===== src/inc/itc_regs.svh =====
// Behaviour
// unit enable clear: unit gets no count clock and ignores register writes
// unit enable set: clocks run, writes allowed, channel stays stopped until started
// prescaler select sets the two shared operation clock rates; channel picks one
// software sets subclock input select before start to count quarter-rate subclock
// software clears output mode and level bits, then writes output bit for level
// stopped channel keeps timer output at last written level
// start trigger write sets running status and starts counting; trigger reads 0
// interval: first count clock loads compare; start-interrupt mode adds irq and toggle
// interval: decrement each count clock; after 0000h reload, irq and toggle
// software leaves mode, output mode and level alone while running
// counter value readable at any time
// stop trigger clears running status, freezes counter, holds timer output
// with output enable 0, writing output bit sets timer output level directly
// clearing unit enable initialises all logic and registers, output bit to 0; code leaves the itc_edge synchroniser flops running, not cleared
// event mode: start trigger loads compare at once, no edge needed
// event mode: decrement per valid edge; at 0000h reload and raise interrupt
// software does not use timer output in event counter mode
// compare rewritable any time; takes effect at next reload only
// event input edges sampled on the operation clock; code samples every clock, ignoring the prescaler
// interval interrupt period is count clock period times compare plus one
// start-interrupt mode 0: first load raises no interrupt and no toggle
// counter and compare are 16 bits; interrupt is one clock pulse
`ifndef ITC_REGS_SVH
`define ITC_REGS_SVH

// ----------------------------------------------------------------
// register byte offsets
// ----------------------------------------------------------------
`define ITC_A_UNIT 8'h00
`define ITC_A_PRESC 8'h04
`define ITC_A_MODE 8'h08
`define ITC_A_CMP 8'h0c
`define ITC_A_CNT 8'h10
`define ITC_A_TRIG 8'h14
`define ITC_A_STAT 8'h18
`define ITC_A_OUT 8'h1c

// ----------------------------------------------------------------
// fields
// ----------------------------------------------------------------
`define ITC_UNIT_EN 0
`define ITC_PRESC_W 8
`define ITC_PRESC_A_LO 0
`define ITC_PRESC_A_HI 3
`define ITC_PRESC_B_LO 4
`define ITC_PRESC_B_HI 7
`define ITC_WORD_HI 15
`define ITC_MODE_W 9
`define ITC_MODE_MD 0
`define ITC_MODE_CKSEL 1
`define ITC_MODE_EVM 2
`define ITC_MODE_EDGE_LO 3
`define ITC_MODE_EDGE_HI 4
`define ITC_MODE_SIS 8
`define ITC_TRIG_START 0
`define ITC_TRIG_STOP 1
`define ITC_STAT_RUN 0
`define ITC_OUT_TO 0
`define ITC_OUT_OE 1
`define ITC_OUT_LVL 2
`define ITC_OUT_OM 3
`define ITC_EDGE_FALL 2'h0
`define ITC_EDGE_RISE 2'h1
`define ITC_EDGE_BOTH 2'h2
`define ITC_SUB_LAST 2'h3

// ----------------------------------------------------------------
// reset values
// ----------------------------------------------------------------
`define ITC_RST_PRESC 8'h00
`define ITC_RST_MODE 9'h000
`define ITC_RST_CMP 16'h0000

`endif


===== src/inc/itc_pkg.sv =====
package itc_pkg;
	typedef enum {ITC_STOPPED, ITC_ARMED, ITC_COUNTING} itc_chan_t;
	typedef logic [15:0] itc_word_t;
endpackage


===== src/inc/itc_tick_if.sv =====
`timescale 1ns/1ps
`default_nettype none
interface itc_tick_if;
	logic tick_a;
	logic tick_b;
	modport gen (output tick_a, output tick_b);
	modport use_side (input tick_a, input tick_b);
endinterface
`default_nettype wire


===== src/core/itc_presc.sv =====
`timescale 1ns/1ps
`default_nettype none
`include "itc_regs.svh"
module itc_presc import itc_pkg::*; #(
	parameter int PW = 16
) (
	input wire logic clock,
	input wire logic arst_n,
	input wire logic enable,
	input wire logic [`ITC_PRESC_W-1:0] sel,
	itc_tick_if.gen ticks
);
	logic [PW-1:0] cnt_q, cnt_d, mask_a, mask_b;

	// ----------------------------------------------------------------
	// shared divider, held cleared while the unit is off
	// ----------------------------------------------------------------
	always_comb begin
		cnt_d = enable ? cnt_q + 1'b1 : '0;
		mask_a = PW'((32'h1 << sel[`ITC_PRESC_A_HI:`ITC_PRESC_A_LO]) - 32'h1);
		mask_b = PW'((32'h1 << sel[`ITC_PRESC_B_HI:`ITC_PRESC_B_LO]) - 32'h1);
		ticks.tick_a = enable && ((cnt_q & mask_a) == mask_a);
		ticks.tick_b = enable && ((cnt_q & mask_b) == mask_b);
	end

	always_ff @(posedge clock or negedge arst_n) begin
		if (!arst_n) begin
			cnt_q <= '0;
		end else begin
			cnt_q <= cnt_d;
		end
	end
endmodule // itc_presc
`default_nettype wire


===== src/core/itc_edge.sv =====
`timescale 1ns/1ps
`default_nettype none
module itc_edge (
	input wire logic clock,
	input wire logic arst_n,
	input wire logic pin,
	input wire logic rise_en,
	input wire logic fall_en,
	output logic edge_pulse
);
	logic s1_q, s1_d, s2_q, s2_d, prev_q, prev_d;

	// ----------------------------------------------------------------
	// two-stage sync, then edge compare on the synced level only
	// ----------------------------------------------------------------
	always_comb begin
		s1_d = pin;
		s2_d = s1_q;
		prev_d = s2_q;
		edge_pulse = (rise_en && s2_q && !prev_q) || (fall_en && !s2_q && prev_q);
	end

	always_ff @(posedge clock or negedge arst_n) begin
		if (!arst_n) begin
			s1_q <= 1'b0;
			s2_q <= 1'b0;
			prev_q <= 1'b0;
		end else begin
			s1_q <= s1_d;
			s2_q <= s2_d;
			prev_q <= prev_d;
		end
	end
endmodule // itc_edge
`default_nettype wire


===== src/core/itc_top.sv =====
// Our own choices: the AHB-Lite interface to the registers and the address map.
`timescale 1ns/1ps
`default_nettype none
`include "itc_regs.svh"
module itc_top import itc_pkg::*; #(
	parameter int PW = 16
) (
	input wire logic clock,
	input wire logic arst_n,
	input wire logic hsel,
	input wire logic [31:0] haddr,
	input wire logic [1:0] htrans,
	input wire logic hwrite,
	input wire logic [2:0] hsize,
	input wire logic [31:0] hwdata,
	input wire logic hready,
	output logic [31:0] hrdata,
	output logic hreadyout,
	output logic hresp,
	input wire logic event_input,
	input wire logic sub_clock,
	output logic timer_output,
	output logic channel_interrupt
);
	// ----------------------------------------------------------------
	// state
	// ----------------------------------------------------------------
	logic en_q, en_d;
	logic [`ITC_PRESC_W-1:0] ps_q, ps_d;
	logic [`ITC_MODE_W-1:0] mode_q, mode_d;
	itc_word_t cmp_q, cmp_d, cnt_q, cnt_d;
	itc_chan_t st_q, st_d;
	logic to_q, to_d, oe_q, oe_d, lvl_q, lvl_d, om_q, om_d;
	logic irq_q, irq_d, pin_q, pin_d;
	logic [1:0] sub_div_q, sub_div_d;
	logic wr_q, wr_d;
	logic [7:0] addr_q, addr_d;
	logic [31:0] rdata_q, rdata_d;
	logic ap, wen, start, stop, tick, sub_tick, tgl, ev_edge, sub_edge;
	logic rise_en, fall_en, evm;
	logic [1:0] edge_sel;

	itc_tick_if ticks ();

	// ----------------------------------------------------------------
	// count sources
	// ----------------------------------------------------------------
	itc_presc #(.PW(PW)) u_presc (
		.clock(clock),
		.arst_n(arst_n),
		.enable(en_q),
		.sel(ps_q),
		.ticks(ticks)
	);

	itc_edge u_ev_edge (
		.clock(clock),
		.arst_n(arst_n),
		.pin(event_input),
		.rise_en(rise_en),
		.fall_en(fall_en),
		.edge_pulse(ev_edge)
	);

	itc_edge u_sub_edge (
		.clock(clock),
		.arst_n(arst_n),
		.pin(sub_clock),
		.rise_en(1'b1),
		.fall_en(1'b0),
		.edge_pulse(sub_edge)
	);

	// ----------------------------------------------------------------
	// register read mux
	// ----------------------------------------------------------------
	function automatic logic [31:0] rd_mux(input logic [7:0] a);
		logic [31:0] r;
		r = 32'h0;
		case (a)
			`ITC_A_UNIT: r[`ITC_UNIT_EN] = en_q;
			`ITC_A_PRESC: r[`ITC_PRESC_W-1:0] = ps_q;
			`ITC_A_MODE: r[`ITC_MODE_W-1:0] = mode_q;
			`ITC_A_CMP: r[`ITC_WORD_HI:0] = cmp_q;
			`ITC_A_CNT: r[`ITC_WORD_HI:0] = cnt_q;
			`ITC_A_STAT: r[`ITC_STAT_RUN] = (st_q != ITC_STOPPED);
			`ITC_A_OUT: r[`ITC_OUT_OM:`ITC_OUT_TO] = {om_q, lvl_q, oe_q, to_q};
			default: r = 32'h0;
		endcase
		return r;
	endfunction

	// ----------------------------------------------------------------
	// ahb-lite slave: zero wait, read data registered at address phase
	// ----------------------------------------------------------------
	always_comb begin
		ap = hsel && htrans[1] && hready;
		wr_d = ap && hwrite;
		addr_d = ap ? haddr[7:0] : addr_q;
		rdata_d = (ap && !hwrite) ? rd_mux(haddr[7:0]) : rdata_q;
	end

	always_ff @(posedge clock or negedge arst_n) begin
		if (!arst_n) begin
			wr_q <= 1'b0;
			addr_q <= 8'h00;
			rdata_q <= 32'h0;
		end else begin
			wr_q <= wr_d;
			addr_q <= addr_d;
			rdata_q <= rdata_d;
		end
	end

	// ----------------------------------------------------------------
	// channel
	// ----------------------------------------------------------------
	always_comb begin
		evm = mode_q[`ITC_MODE_EVM];
		edge_sel = mode_q[`ITC_MODE_EDGE_HI:`ITC_MODE_EDGE_LO];
		rise_en = (edge_sel == `ITC_EDGE_RISE) || (edge_sel == `ITC_EDGE_BOTH);
		fall_en = (edge_sel == `ITC_EDGE_FALL) || (edge_sel == `ITC_EDGE_BOTH);
		wen = wr_q && en_q;
		start = wen && (addr_q == `ITC_A_TRIG) && hwdata[`ITC_TRIG_START];
		stop = wen && (addr_q == `ITC_A_TRIG) && hwdata[`ITC_TRIG_STOP];
		sub_tick = sub_edge && (sub_div_q == `ITC_SUB_LAST);
		sub_div_d = sub_edge ? sub_div_q + 2'h1 : sub_div_q;

		if (evm) begin
			tick = ev_edge;
		end else if (mode_q[`ITC_MODE_SIS]) begin
			tick = sub_tick;
		end else begin
			tick = mode_q[`ITC_MODE_CKSEL] ? ticks.tick_b : ticks.tick_a;
		end
		en_d = (wr_q && addr_q == `ITC_A_UNIT) ? hwdata[`ITC_UNIT_EN] : en_q;
		ps_d = (wen && addr_q == `ITC_A_PRESC) ? hwdata[`ITC_PRESC_W-1:0] : ps_q;
		mode_d = (wen && addr_q == `ITC_A_MODE) ? hwdata[`ITC_MODE_W-1:0] : mode_q;
		cmp_d = (wen && addr_q == `ITC_A_CMP) ? hwdata[`ITC_WORD_HI:0] : cmp_q;
		oe_d = oe_q;
		lvl_d = lvl_q;
		om_d = om_q;
		st_d = st_q;
		cnt_d = cnt_q;
		irq_d = 1'b0;
		tgl = 1'b0;
		// compare is only read at load time, so a rewrite waits for reload
		case (st_q)
			ITC_STOPPED: begin
				st_d = ITC_STOPPED;
			end
			ITC_ARMED: begin
				if (tick) begin
					cnt_d = cmp_q;
					st_d = ITC_COUNTING;
					irq_d = mode_q[`ITC_MODE_MD];
					tgl = mode_q[`ITC_MODE_MD];
				end
			end
			ITC_COUNTING: begin
				if (tick) begin
					if (cnt_q == 16'h0000) begin
						cnt_d = cmp_q;
						irq_d = 1'b1;
						tgl = 1'b1;
					end else begin
						cnt_d = cnt_q - 16'h0001;
					end
				end
			end
			default: begin
				st_d = ITC_STOPPED;
			end
		endcase
		if (stop) begin
			st_d = ITC_STOPPED;
			cnt_d = cnt_q;
			irq_d = 1'b0;
			tgl = 1'b0;
		end else if (start) begin
			if (evm) begin
				cnt_d = cmp_q;
				st_d = ITC_COUNTING;
			end else begin
				st_d = ITC_ARMED;
			end
			irq_d = 1'b0;
			tgl = 1'b0;
		end
		to_d = to_q;
		if (tgl && oe_q && !evm) begin
			to_d = !to_q;
		end
		if (wen && addr_q == `ITC_A_OUT) begin
			to_d = hwdata[`ITC_OUT_TO];
			oe_d = hwdata[`ITC_OUT_OE];
			lvl_d = hwdata[`ITC_OUT_LVL];
			om_d = hwdata[`ITC_OUT_OM];
		end
		if (!en_q) begin

			ps_d = `ITC_RST_PRESC;
			mode_d = `ITC_RST_MODE;
			cmp_d = `ITC_RST_CMP;
			cnt_d = 16'h0000;
			st_d = ITC_STOPPED;
			to_d = 1'b0;
			oe_d = 1'b0;
			lvl_d = 1'b0;
			om_d = 1'b0;
			irq_d = 1'b0;
			sub_div_d = 2'h0;
		end
		pin_d = to_d ^ lvl_d;
	end

	always_ff @(posedge clock or negedge arst_n) begin
		if (!arst_n) begin
			en_q <= 1'b0;
			ps_q <= `ITC_RST_PRESC;
			mode_q <= `ITC_RST_MODE;
			cmp_q <= `ITC_RST_CMP;
			cnt_q <= 16'h0000;
			st_q <= ITC_STOPPED;
			to_q <= 1'b0;
			oe_q <= 1'b0;
			lvl_q <= 1'b0;
			om_q <= 1'b0;
			irq_q <= 1'b0;
			pin_q <= 1'b0;
			sub_div_q <= 2'h0;
		end else begin
			en_q <= en_d;
			ps_q <= ps_d;
			mode_q <= mode_d;
			cmp_q <= cmp_d;
			cnt_q <= cnt_d;
			st_q <= st_d;
			to_q <= to_d;
			oe_q <= oe_d;
			lvl_q <= lvl_d;
			om_q <= om_d;
			irq_q <= irq_d;
			pin_q <= pin_d;
			sub_div_q <= sub_div_d;
		end
	end

	// ----------------------------------------------------------------
	// outputs, all from flops
	// ----------------------------------------------------------------
	always_ff @(posedge clock or negedge arst_n) begin
		if (!arst_n) begin
			hreadyout <= 1'b0;
			hresp <= 1'b0;
		end else begin
			hreadyout <= 1'b1;
			hresp <= 1'b0;
		end
	end

	assign hrdata = rdata_q;
	assign timer_output = pin_q;
	assign channel_interrupt = irq_q;
endmodule // itc_top
`default_nettype wire


===== config.mk =====
export PLATFORM = sky130hd
export DESIGN_NAME = itc_top
export DESIGN_NICKNAME = d
export VERILOG_FILES = /design/src/inc/itc_pkg.sv /design/src/inc/itc_tick_if.sv /design/src/core/itc_presc.sv /design/src/core/itc_edge.sv /design/src/core/itc_top.sv
export VERILOG_INCLUDE_DIRS = /design/src /design/src/inc
export SDC_FILE = /design/constraint.sdc
export NUM_CORES = 1
export LEC_CHECK = 0
export BUFFER_PORTS_ARGS = -buffer_cell sky130_fd_sc_hd__buf_2
export CAP_MARGIN = 5
export CELL_PAD_IN_SITES_DETAIL_PLACEMENT = 1
export CELL_PAD_IN_SITES_GLOBAL_PLACEMENT = 1
export CORE_ASPECT_RATIO = 0.8
export CORE_MARGIN = 8
export CORE_UTILIZATION = 46
export CTS_CLUSTER_SIZE = 12
export DETAILED_ROUTE_END_ITERATION = 8
export MAX_ROUTING_LAYER = met4
export PLACE_DENSITY = 0.84
export SLEW_MARGIN = 20
export SYNTH_ARGS = -nofsm -noshare
export SYNTH_HDL_FRONTEND = slang
export SYNTH_HIERARCHICAL = 1
export SYNTH_SLANG_ARGS = --single-unit
export TNS_END_PERCENT = 50

===== constraint.sdc =====
create_clock -name clock -period 9.2 [get_ports clock]
set_clock_uncertainty 0.15 [all_clocks]
set_input_delay 1.84 -clock clock [delete_from_list [all_inputs] [get_ports clock]]
set_output_delay 1.84 -clock clock [all_outputs]
set_load 0.03 [all_outputs]

Word level (Yosys, flattened, before mapping):

Index checks and enable logic that the tools add are counted.

* logic and storage cells: 145
* output and inout port bits: 36
* bits in registers: 138

* muxes and demuxes: 47
* $add $sub $neg: 5
* equality and inequality tests: 26
* reduce and logical (&&, ||, !) cells: 38
* shift-type cells: 2
* bitwise logic cells: 3

Operator list (count)
* $mux W16: 10
* $mux W32: 4
* $pmux W32 S2: 1
* $sub A16 B1 Y16 const B: 3
* $eq A8 B5 Y1 const B: 5
* $and A16 B16 Y16: 2
* $eq A16 B16 Y1: 2
* $eq A32 B1 Y1 const B: 1
* $eq A32 B2 Y1 const B: 1
* $eq A8 B4 Y1 const B: 4
* $pmux W16 S2: 1
* $reduce_bool A32 Y1: 1
* $shl A1 B4 Y16 const A: 2
* $logic_and A1 B1 Y1: 23
* $mux W1: 18
* $mux W9: 2
* $add A16 B1 Y16 const B: 1
* $eq A8 B3 Y1 const B: 2
* $logic_not A16 Y1: 1
* $logic_not A8 Y1: 2
* $mux W8: 2
* $pmux W4 S4: 1
* $pmux W3 S5: 1
* $pmux W7 S2: 1
* other kinds (16): 30

Longest topological paths before layout:

* word-level depth: 18
* mapped depth: 16

Modules after synthesis:

The synthesis kept the hierarchy.

By module, submodules not included
* itc_top: cells an instance 595, area an instance 5203.7 µm², times used 1, sequential area each 2152.1 µm²
* itc_presc: cells an instance 164, area an instance 1330.0 µm², times used 1, sequential area each 375.4 µm²
* itc_edge: cells an instance 6, area an instance 95.1 µm², times used 2, sequential area each 75.1 µm²

Worst setup path before layout:

Ideal clock, no wire load.

* path kind: reg-to-reg
* start: register ps_q[4]
* end: register pin_q (netlist: timer_output)
* stages on the path, launching flop included: 15
* arrival time: 3.704 ns
* data required time: 8.971 ns
* buffers on the path: 2
* slack: 5.266 ns
* library setup time: 0.079 ns
* cells stage by stage: dfrtp_1 buf_2 or4_1 ha_1 clkbuf_1 nor3b_1 o21ai_0 nand4b_1 a2111oi_1 mux2i_1 o311ai_2 nand2_1 or4_1 a31oi_1 mux2i_1

* longest elaborated chain between the ends: 18
* elaborated cells on any way between the ends: 19
* those cells by class: add/sub: 1; eq/ne: 1; shift: 1; mux: 11; bitwise: 2; reduce/logical: 3

RTL lines
* start, declared: line itc_top.sv:29 `` logic [`ITC_PRESC_W-1:0] ps_q, ps_d; ``
* start signal, assigned: line itc_top.sv:220 `` ps_q <= `ITC_RST_PRESC; ``
* start signal, assigned: line itc_top.sv:234 `ps_q <= ps_d;`
* $shl A1 B4 Y16 (*): line itc_presc.sv:21 `` mask_b = PW'((32'h1 << sel[`ITC_PRESC_B_HI:`ITC_PRESC_B_LO]) - 32'h1); ``
* $sub A16 B1 Y16 (*): line itc_presc.sv:21
* $and A16 B16 Y16: line itc_presc.sv:23 `ticks.tick_b = enable && ((cnt_q & mask_b) == mask_b);`
* $eq A16 B16 Y1 (*): line itc_presc.sv:23
* $logic_and A1 B1 Y1 (*): line itc_presc.sv:23
* via ticks.tick_b: line itc_tick_if.sv:5 `logic tick_b;`
* $mux W1 (*): line itc_top.sv:134 `` tick = mode_q[`ITC_MODE_CKSEL] ? ticks.tick_b : ticks.tick_a; ``
* $mux W1 (*): line itc_top.sv:131 `` end else if (mode_q[`ITC_MODE_SIS]) begin ``
* [... 3 more ...]
* $mux W1 (*): line itc_top.sv:180 `end else if (start) begin`
* $mux W1 (*): line itc_top.sv:175 `if (stop) begin`
* $logic_and A1 B1 Y1 (*) (2 in a row): line itc_top.sv:191 `if (tgl && oe_q && !evm) begin`
* $mux W1 (*): line itc_top.sv:191
* $mux W1 (*): line itc_top.sv:194 `` if (wen && addr_q == `ITC_A_OUT) begin ``
* $mux W1 (*): line itc_top.sv:200 `if (!en_q) begin`
* $xor A1 B1 Y1 (*): line itc_top.sv:214 `pin_d = to_d ^ lvl_d;`
* via pin_d: line itc_top.sv:34 `logic irq_q, irq_d, pin_q, pin_d;`
* end signal, assigned: line itc_top.sv:244 `pin_q <= pin_d;`
* end, declared: line itc_top.sv:34

Mark *: on every way through the listed nets, which the timed path passes. The rest lies on a longest branch.
A chain may end at the register's enable or synchronous reset.

==> metrics.txt <==
# TYPE chip_impl_metric gauge
chip_impl_info{name="run_status",value="finished clean"} 1
chip_impl_metric{name="ff2ff_setup_slack",unit="ns"} 4.26
chip_impl_metric{name="setup_ws",unit="ns"} 4.26
chip_impl_metric{name="netSwitchingPower",unit="mW"} 0.278
chip_impl_metric{name="drc_errors",unit=""} 0
chip_impl_metric{name="power.switching_fraction",unit="%"} 27.0
chip_impl_metric{name="clock-sinks",unit=""} 107
chip_impl_metric{name="holdPathStages",unit=""} 0
chip_impl_metric{name="fin_crit",unit="ns"} 4.94
chip_impl_metric{name="fp.dieW",unit="um"} 151
chip_impl_info{name="synth_ff_type",value="dfrtp_1"} 1
chip_impl_metric{name="setup_total_negative_slack",unit="ns"} 0
chip_impl_metric{name="post_synth_mux_area_share",unit="%"} 5.02
chip_impl_metric{name="initial_antenna_violation_count",unit=""} 1
chip_impl_metric{name="maxSlewHeadroom",unit="%"} 22.8
chip_impl_metric{name="post_synth_num_cell_types",unit=""} 86
chip_impl_metric{name="reg2regPathDepth",unit=""} 12
chip_impl_metric{name="synth.cell_area",unit="um^2"} 6720
chip_impl_metric{name="post_route_cells_drive_above_1_share",unit="%"} 13.6
chip_impl_metric{name="totalPowerFinal",unit="mW"} 1.03
chip_impl_info{name="r2r-end",value="cnt_q[8]"} 1
chip_impl_metric{name="post_layout_nonfiller_instances",unit=""} 977
chip_impl_info{name="tritoncts",value="done"} 1
chip_impl_metric{name="complex_gate_fraction_of_the_synthesized_area",unit="%"} 20.4
chip_impl_metric{name="detailed_place.area",unit="um^2"} 6960
chip_impl_metric{name="post-route-cell-area",unit="um^2"} 7290
chip_impl_metric{name="worstSkewPairLatency",unit="ns"} 0.37
chip_impl_metric{name="postLayoutCoreUtil",unit="%"} 51.0
chip_impl_metric{name="maximum_number_of_pins_on_one_net_before_global_route_repair",unit=""} 73
chip_impl_info{name="rr_startpoint",value="ps_q[7]"} 1
chip_impl_metric{name="min_period_over_period",unit="%"} 53.7
chip_impl_metric{name="vias",unit=""} 6139
chip_impl_metric{name="power.density",unit="nW/um^2"} 141
chip_impl_metric{name="post_synth_xor_area_fraction",unit="%"} 3.00
chip_impl_metric{name="p_int",unit="mW"} 0.751
chip_impl_metric{name="ir_worst_vdd",unit="uV"} 116
chip_impl_metric{name="dp.final_hpwl",unit="um"} 15200
chip_impl_info{name="critical_path.slowest_cell",value="a21oi_1"} 1
chip_impl_info{name="hold_class",value="flop to flop"} 1
chip_impl_metric{name="max_cap_viol_count",unit=""} 0
chip_impl_metric{name="adder_and_majority_gate_portion_of_the_synthesized_area",unit="%"} 2.05
chip_impl_metric{name="iteration_0_drc_count_of_the_detailed_router",unit=""} 708
chip_impl_info{name="timing.critical_path.from_type",value="flop"} 1
chip_impl_metric{name="postSynthCellCount",unit=""} 771
chip_impl_metric{name="crit_path_max_fanout",unit=""} 17
chip_impl_metric{name="vias_per_instance",unit=""} 6.28
chip_impl_metric{name="final.hold.worst_slack",unit="ns"} 0.203
chip_impl_metric{name="dp_worst_setup_slack",unit="ns"} 4.36
chip_impl_info{name="critical_path.startpoint",value="ps_q[7]"} 1
chip_impl_metric{name="clock.fmax",unit="MHz"} 203
chip_impl_metric{name="yosys_warnings",unit=""} 6
chip_impl_metric{name="floorplan.core_area",unit="um^2"} 14300
chip_impl_metric{name="power.share.combinational",unit="%"} 9.5
chip_impl_metric{name="synth_async_sr_flop_share",unit="%"} 100
chip_impl_metric{name="synth-seq-cells",unit=""} 107
chip_impl_metric{name="synth_edf_count",unit=""} 0
chip_impl_info{name="critical_path.endpoint",value="cnt_q[8]"} 1
chip_impl_metric{name="first_global_vias",unit=""} 6203
chip_impl_info{name="clockRootBuffer",value="clkbuf_16"} 1
chip_impl_metric{name="route.detailed.wl_per_inst",unit="um"} 21.7
chip_impl_metric{name="final_count_of_pins_violating_max_slew",unit=""} 0
chip_impl_metric{name="detailedRoute.firstPassIterationCount",unit=""} 5
chip_impl_metric{name="timing.final.setup_violations",unit=""} 0
chip_impl_metric{name="overall_track_demand_over_capacity_in_global_routing",unit="%"} 24.1
chip_impl_metric{name="post_cts_gate_resize_count",unit=""} 0
chip_impl_metric{name="final-hold-violation-count",unit=""} 0
chip_impl_metric{name="critPathArrivalTime",unit="ns"} 5.04
chip_impl_metric{name="leakage",unit="nW"} 3.10
chip_impl_metric{name="critical_path_cell_count",unit=""} 12
chip_impl_metric{name="pwr-share-clk",unit="%"} 42.1
chip_impl_metric{name="core.rowCount",unit=""} 39
chip_impl_metric{name="critical_path_buf_inv_count",unit=""} 0
chip_impl_info{name="rsz_0062_raised_after_global_routing",value="no"} 1
chip_impl_metric{name="layout.nets",unit=""} 874
chip_impl_metric{name="portBuffers",unit=""} 50
chip_impl_info{name="synth_top_family_by_area",value="simple AND/OR/NAND/NOR gates"} 1
chip_impl_metric{name="initial_core_util",unit="%"} 47.0
chip_impl_metric{name="drtAntennaViolNets",unit=""} 0
chip_impl_metric{name="critical_path.max_stage_delay",unit="ns"} 0.87
chip_impl_metric{name="htreeDepth",unit=""} 3
chip_impl_metric{name="fp.dieArea",unit="um^2"} 18800
chip_impl_info{name="layout_common_cells",value="107 x nand2_1, 107 x dfrtp_1, 80 x nor2_1"} 1
chip_impl_metric{name="number_of_cts_inserted_buffers",unit=""} 9
chip_impl_info{name="crit_chain",value="or4_1, ha_1, nor3b_1, o21ai_0, nand4b_1, a2111oi_1, mux2i_1, o311ai_2, nand2_1, a21oi_1, o221ai_1, a22o_1"} 1
chip_impl_metric{name="yosys.area_share.simple",unit="%"} 22.9
chip_impl_metric{name="clkSlewWorstSetupHoldPaths",unit="ns"} 0.08
chip_impl_metric{name="grt_remaining_overflow",unit=""} 0
chip_impl_info{name="end_kind",value="flop"} 1
chip_impl_metric{name="pin_count",unit=""} 112
chip_impl_metric{name="grt_pass1_wl",unit="um"} 34000
chip_impl_metric{name="dieHeight",unit="um"} 124
chip_impl_metric{name="areaGrowthSynthToFinish",unit="%"} 8.43
chip_impl_metric{name="cp_data_required_time",unit="ns"} 9.31
chip_impl_metric{name="dpl.cell_count",unit=""} 960
chip_impl_metric{name="synth.yosys.seq_area_share",unit="%"} 39.8
chip_impl_metric{name="syn_avg_cell_area",unit="um^2"} 8.72
chip_impl_metric{name="totalWireLength",unit="um"} 21200
chip_impl_metric{name="cts_setup_buffers",unit=""} 0
chip_impl_metric{name="cts_buffer_depth",unit=""} 2
chip_impl_metric{name="timing_worst_slew_pin_value",unit="ns"} 1.16
chip_impl_metric{name="hold_buffers",unit=""} 0
chip_impl_metric{name="seq_power_share",unit="%"} 48.4
chip_impl_info{name="path_class",value="flop to flop"} 1
chip_impl_info{name="critical-path-top-delay-family",value="compound AO/OA/AOI/OAI gates"} 1
chip_impl_metric{name="final_gp_congestion",unit=""} 0.933
==> power by group through the flow <==
stage | clock network [mW] | logic, mW | registers, mW
6_report | 0.434 | 0.0979 | 0.498
5_1_grt | 0.462 | 0.106 | 0.500
4_1_cts | 0.443 | 0.0977 | 0.498
3_5_place_dp | 0 | 0.0967 | 0.507
3_3_place_gp | 0 | 0.0919 | 0.506
2_1_floorplan | 0 | 0.0693 | 0.500
==> sequential cells by signal (all words and copies together), names as in the netlist, 2 cells and up <==
| register | count |
|---|---|
| cnt_q | 16 |
| cmp_q | 16 |
| hrdata | 16 |
| st_q | 2 |
| addr_q | 8 |
| sub_div_q | 2 |
| mode_q | 9 |
| ps_q | 8 |
| u_presc/cnt_q | 15 |
==> Yosys cell counts (6+ instances only) <==
cell | count | area, um^2
o21ai_0 | 69 | 345
a221oi_1 | 11 | 96.3
xor2_1 | 11 | 96.3
dfrtp_1 | 107 | 2680
a21oi_1 | 21 | 105
nand3_1 | 15 | 75.1
nor3_1 | 16 | 80.1
nand4_1 | 9 | 56.3
nand3b_1 | 9 | 67.6
o31ai_1 | 6 | 45.0
nand2_1 | 107 | 402
buf_4 | 20 | 150
nand2b_1 | 6 | 37.5
nor2_1 | 80 | 300
mux2_2 | 14 | 158
a22oi_1 | 13 | 97.6
inv_1 | 22 | 82.6
o221ai_1 | 7 | 61.3
buf_2 | 7 | 35.0
and2_1 | 6 | 37.5
clkbuf_1 | 38 | 143
mux2i_1 | 18 | 180
nor4_1 | 9 | 56.3
ha_1 | 11 | 138
xnor2_1 | 12 | 105
==> layout make-up <==
class / instances / area [um^2]
Fill cell: 1704 / 7010
Multi-Input combinational cell: 590 / 3670
Sequential cell: 107 / 2680
Timing Repair Buffer: 56 / 298
Tap cell: 184 / 230
Clock buffer: 9 / 225
Clock inverter: 7 / 101
Inverter: 23 / 86.3
Antenna cell: 1 / 2.50
==> metal layers <==
| layer | vias to the layer above | global-route usage (%) | wire length, um |
|---|---|---|---|
| li1 | 2770 | - | - |
| met5 | - | - | 0 |
| met3 | 17 | 6.57 | 1870 |
| met1 | 3112 | 33.3 | 9860 |
| met4 | 0 | 4.87 | 180 |
| met2 | 240 | 34.6 | 9260 |
==> how the worst min path moves through the flow <==
stage | from | endpoint | slack (ns)
2_1_floorplan | u_ev_edge/s1_q | u_ev_edge/prev_d | 0.18
3_3_place_gp | u_sub_edge/s1_q | u_sub_edge/prev_d | 0.19
3_5_place_dp | u_sub_edge/s1_q | u_sub_edge/prev_d | 0.19
4_1_cts | u_sub_edge/s1_q | u_sub_edge/prev_d | 0.21
5_1_grt | u_sub_edge/s1_q | u_sub_edge/prev_d | 0.23
6_report | u_sub_edge/s1_q | u_sub_edge/prev_d | 0.20
==> cells by family after synthesis <==
family / Yosys count
AO/OA/AOI/OAI: 198
XOR/XNOR: 23
adder cells (fa/ha/maj): 11
buffers and inverters: 92
flip-flops: 107
multiplexers: 32
other: 2
AND/OR/NAND/NOR: 306
Note: power is estimated with default switching activity, not from simulation.
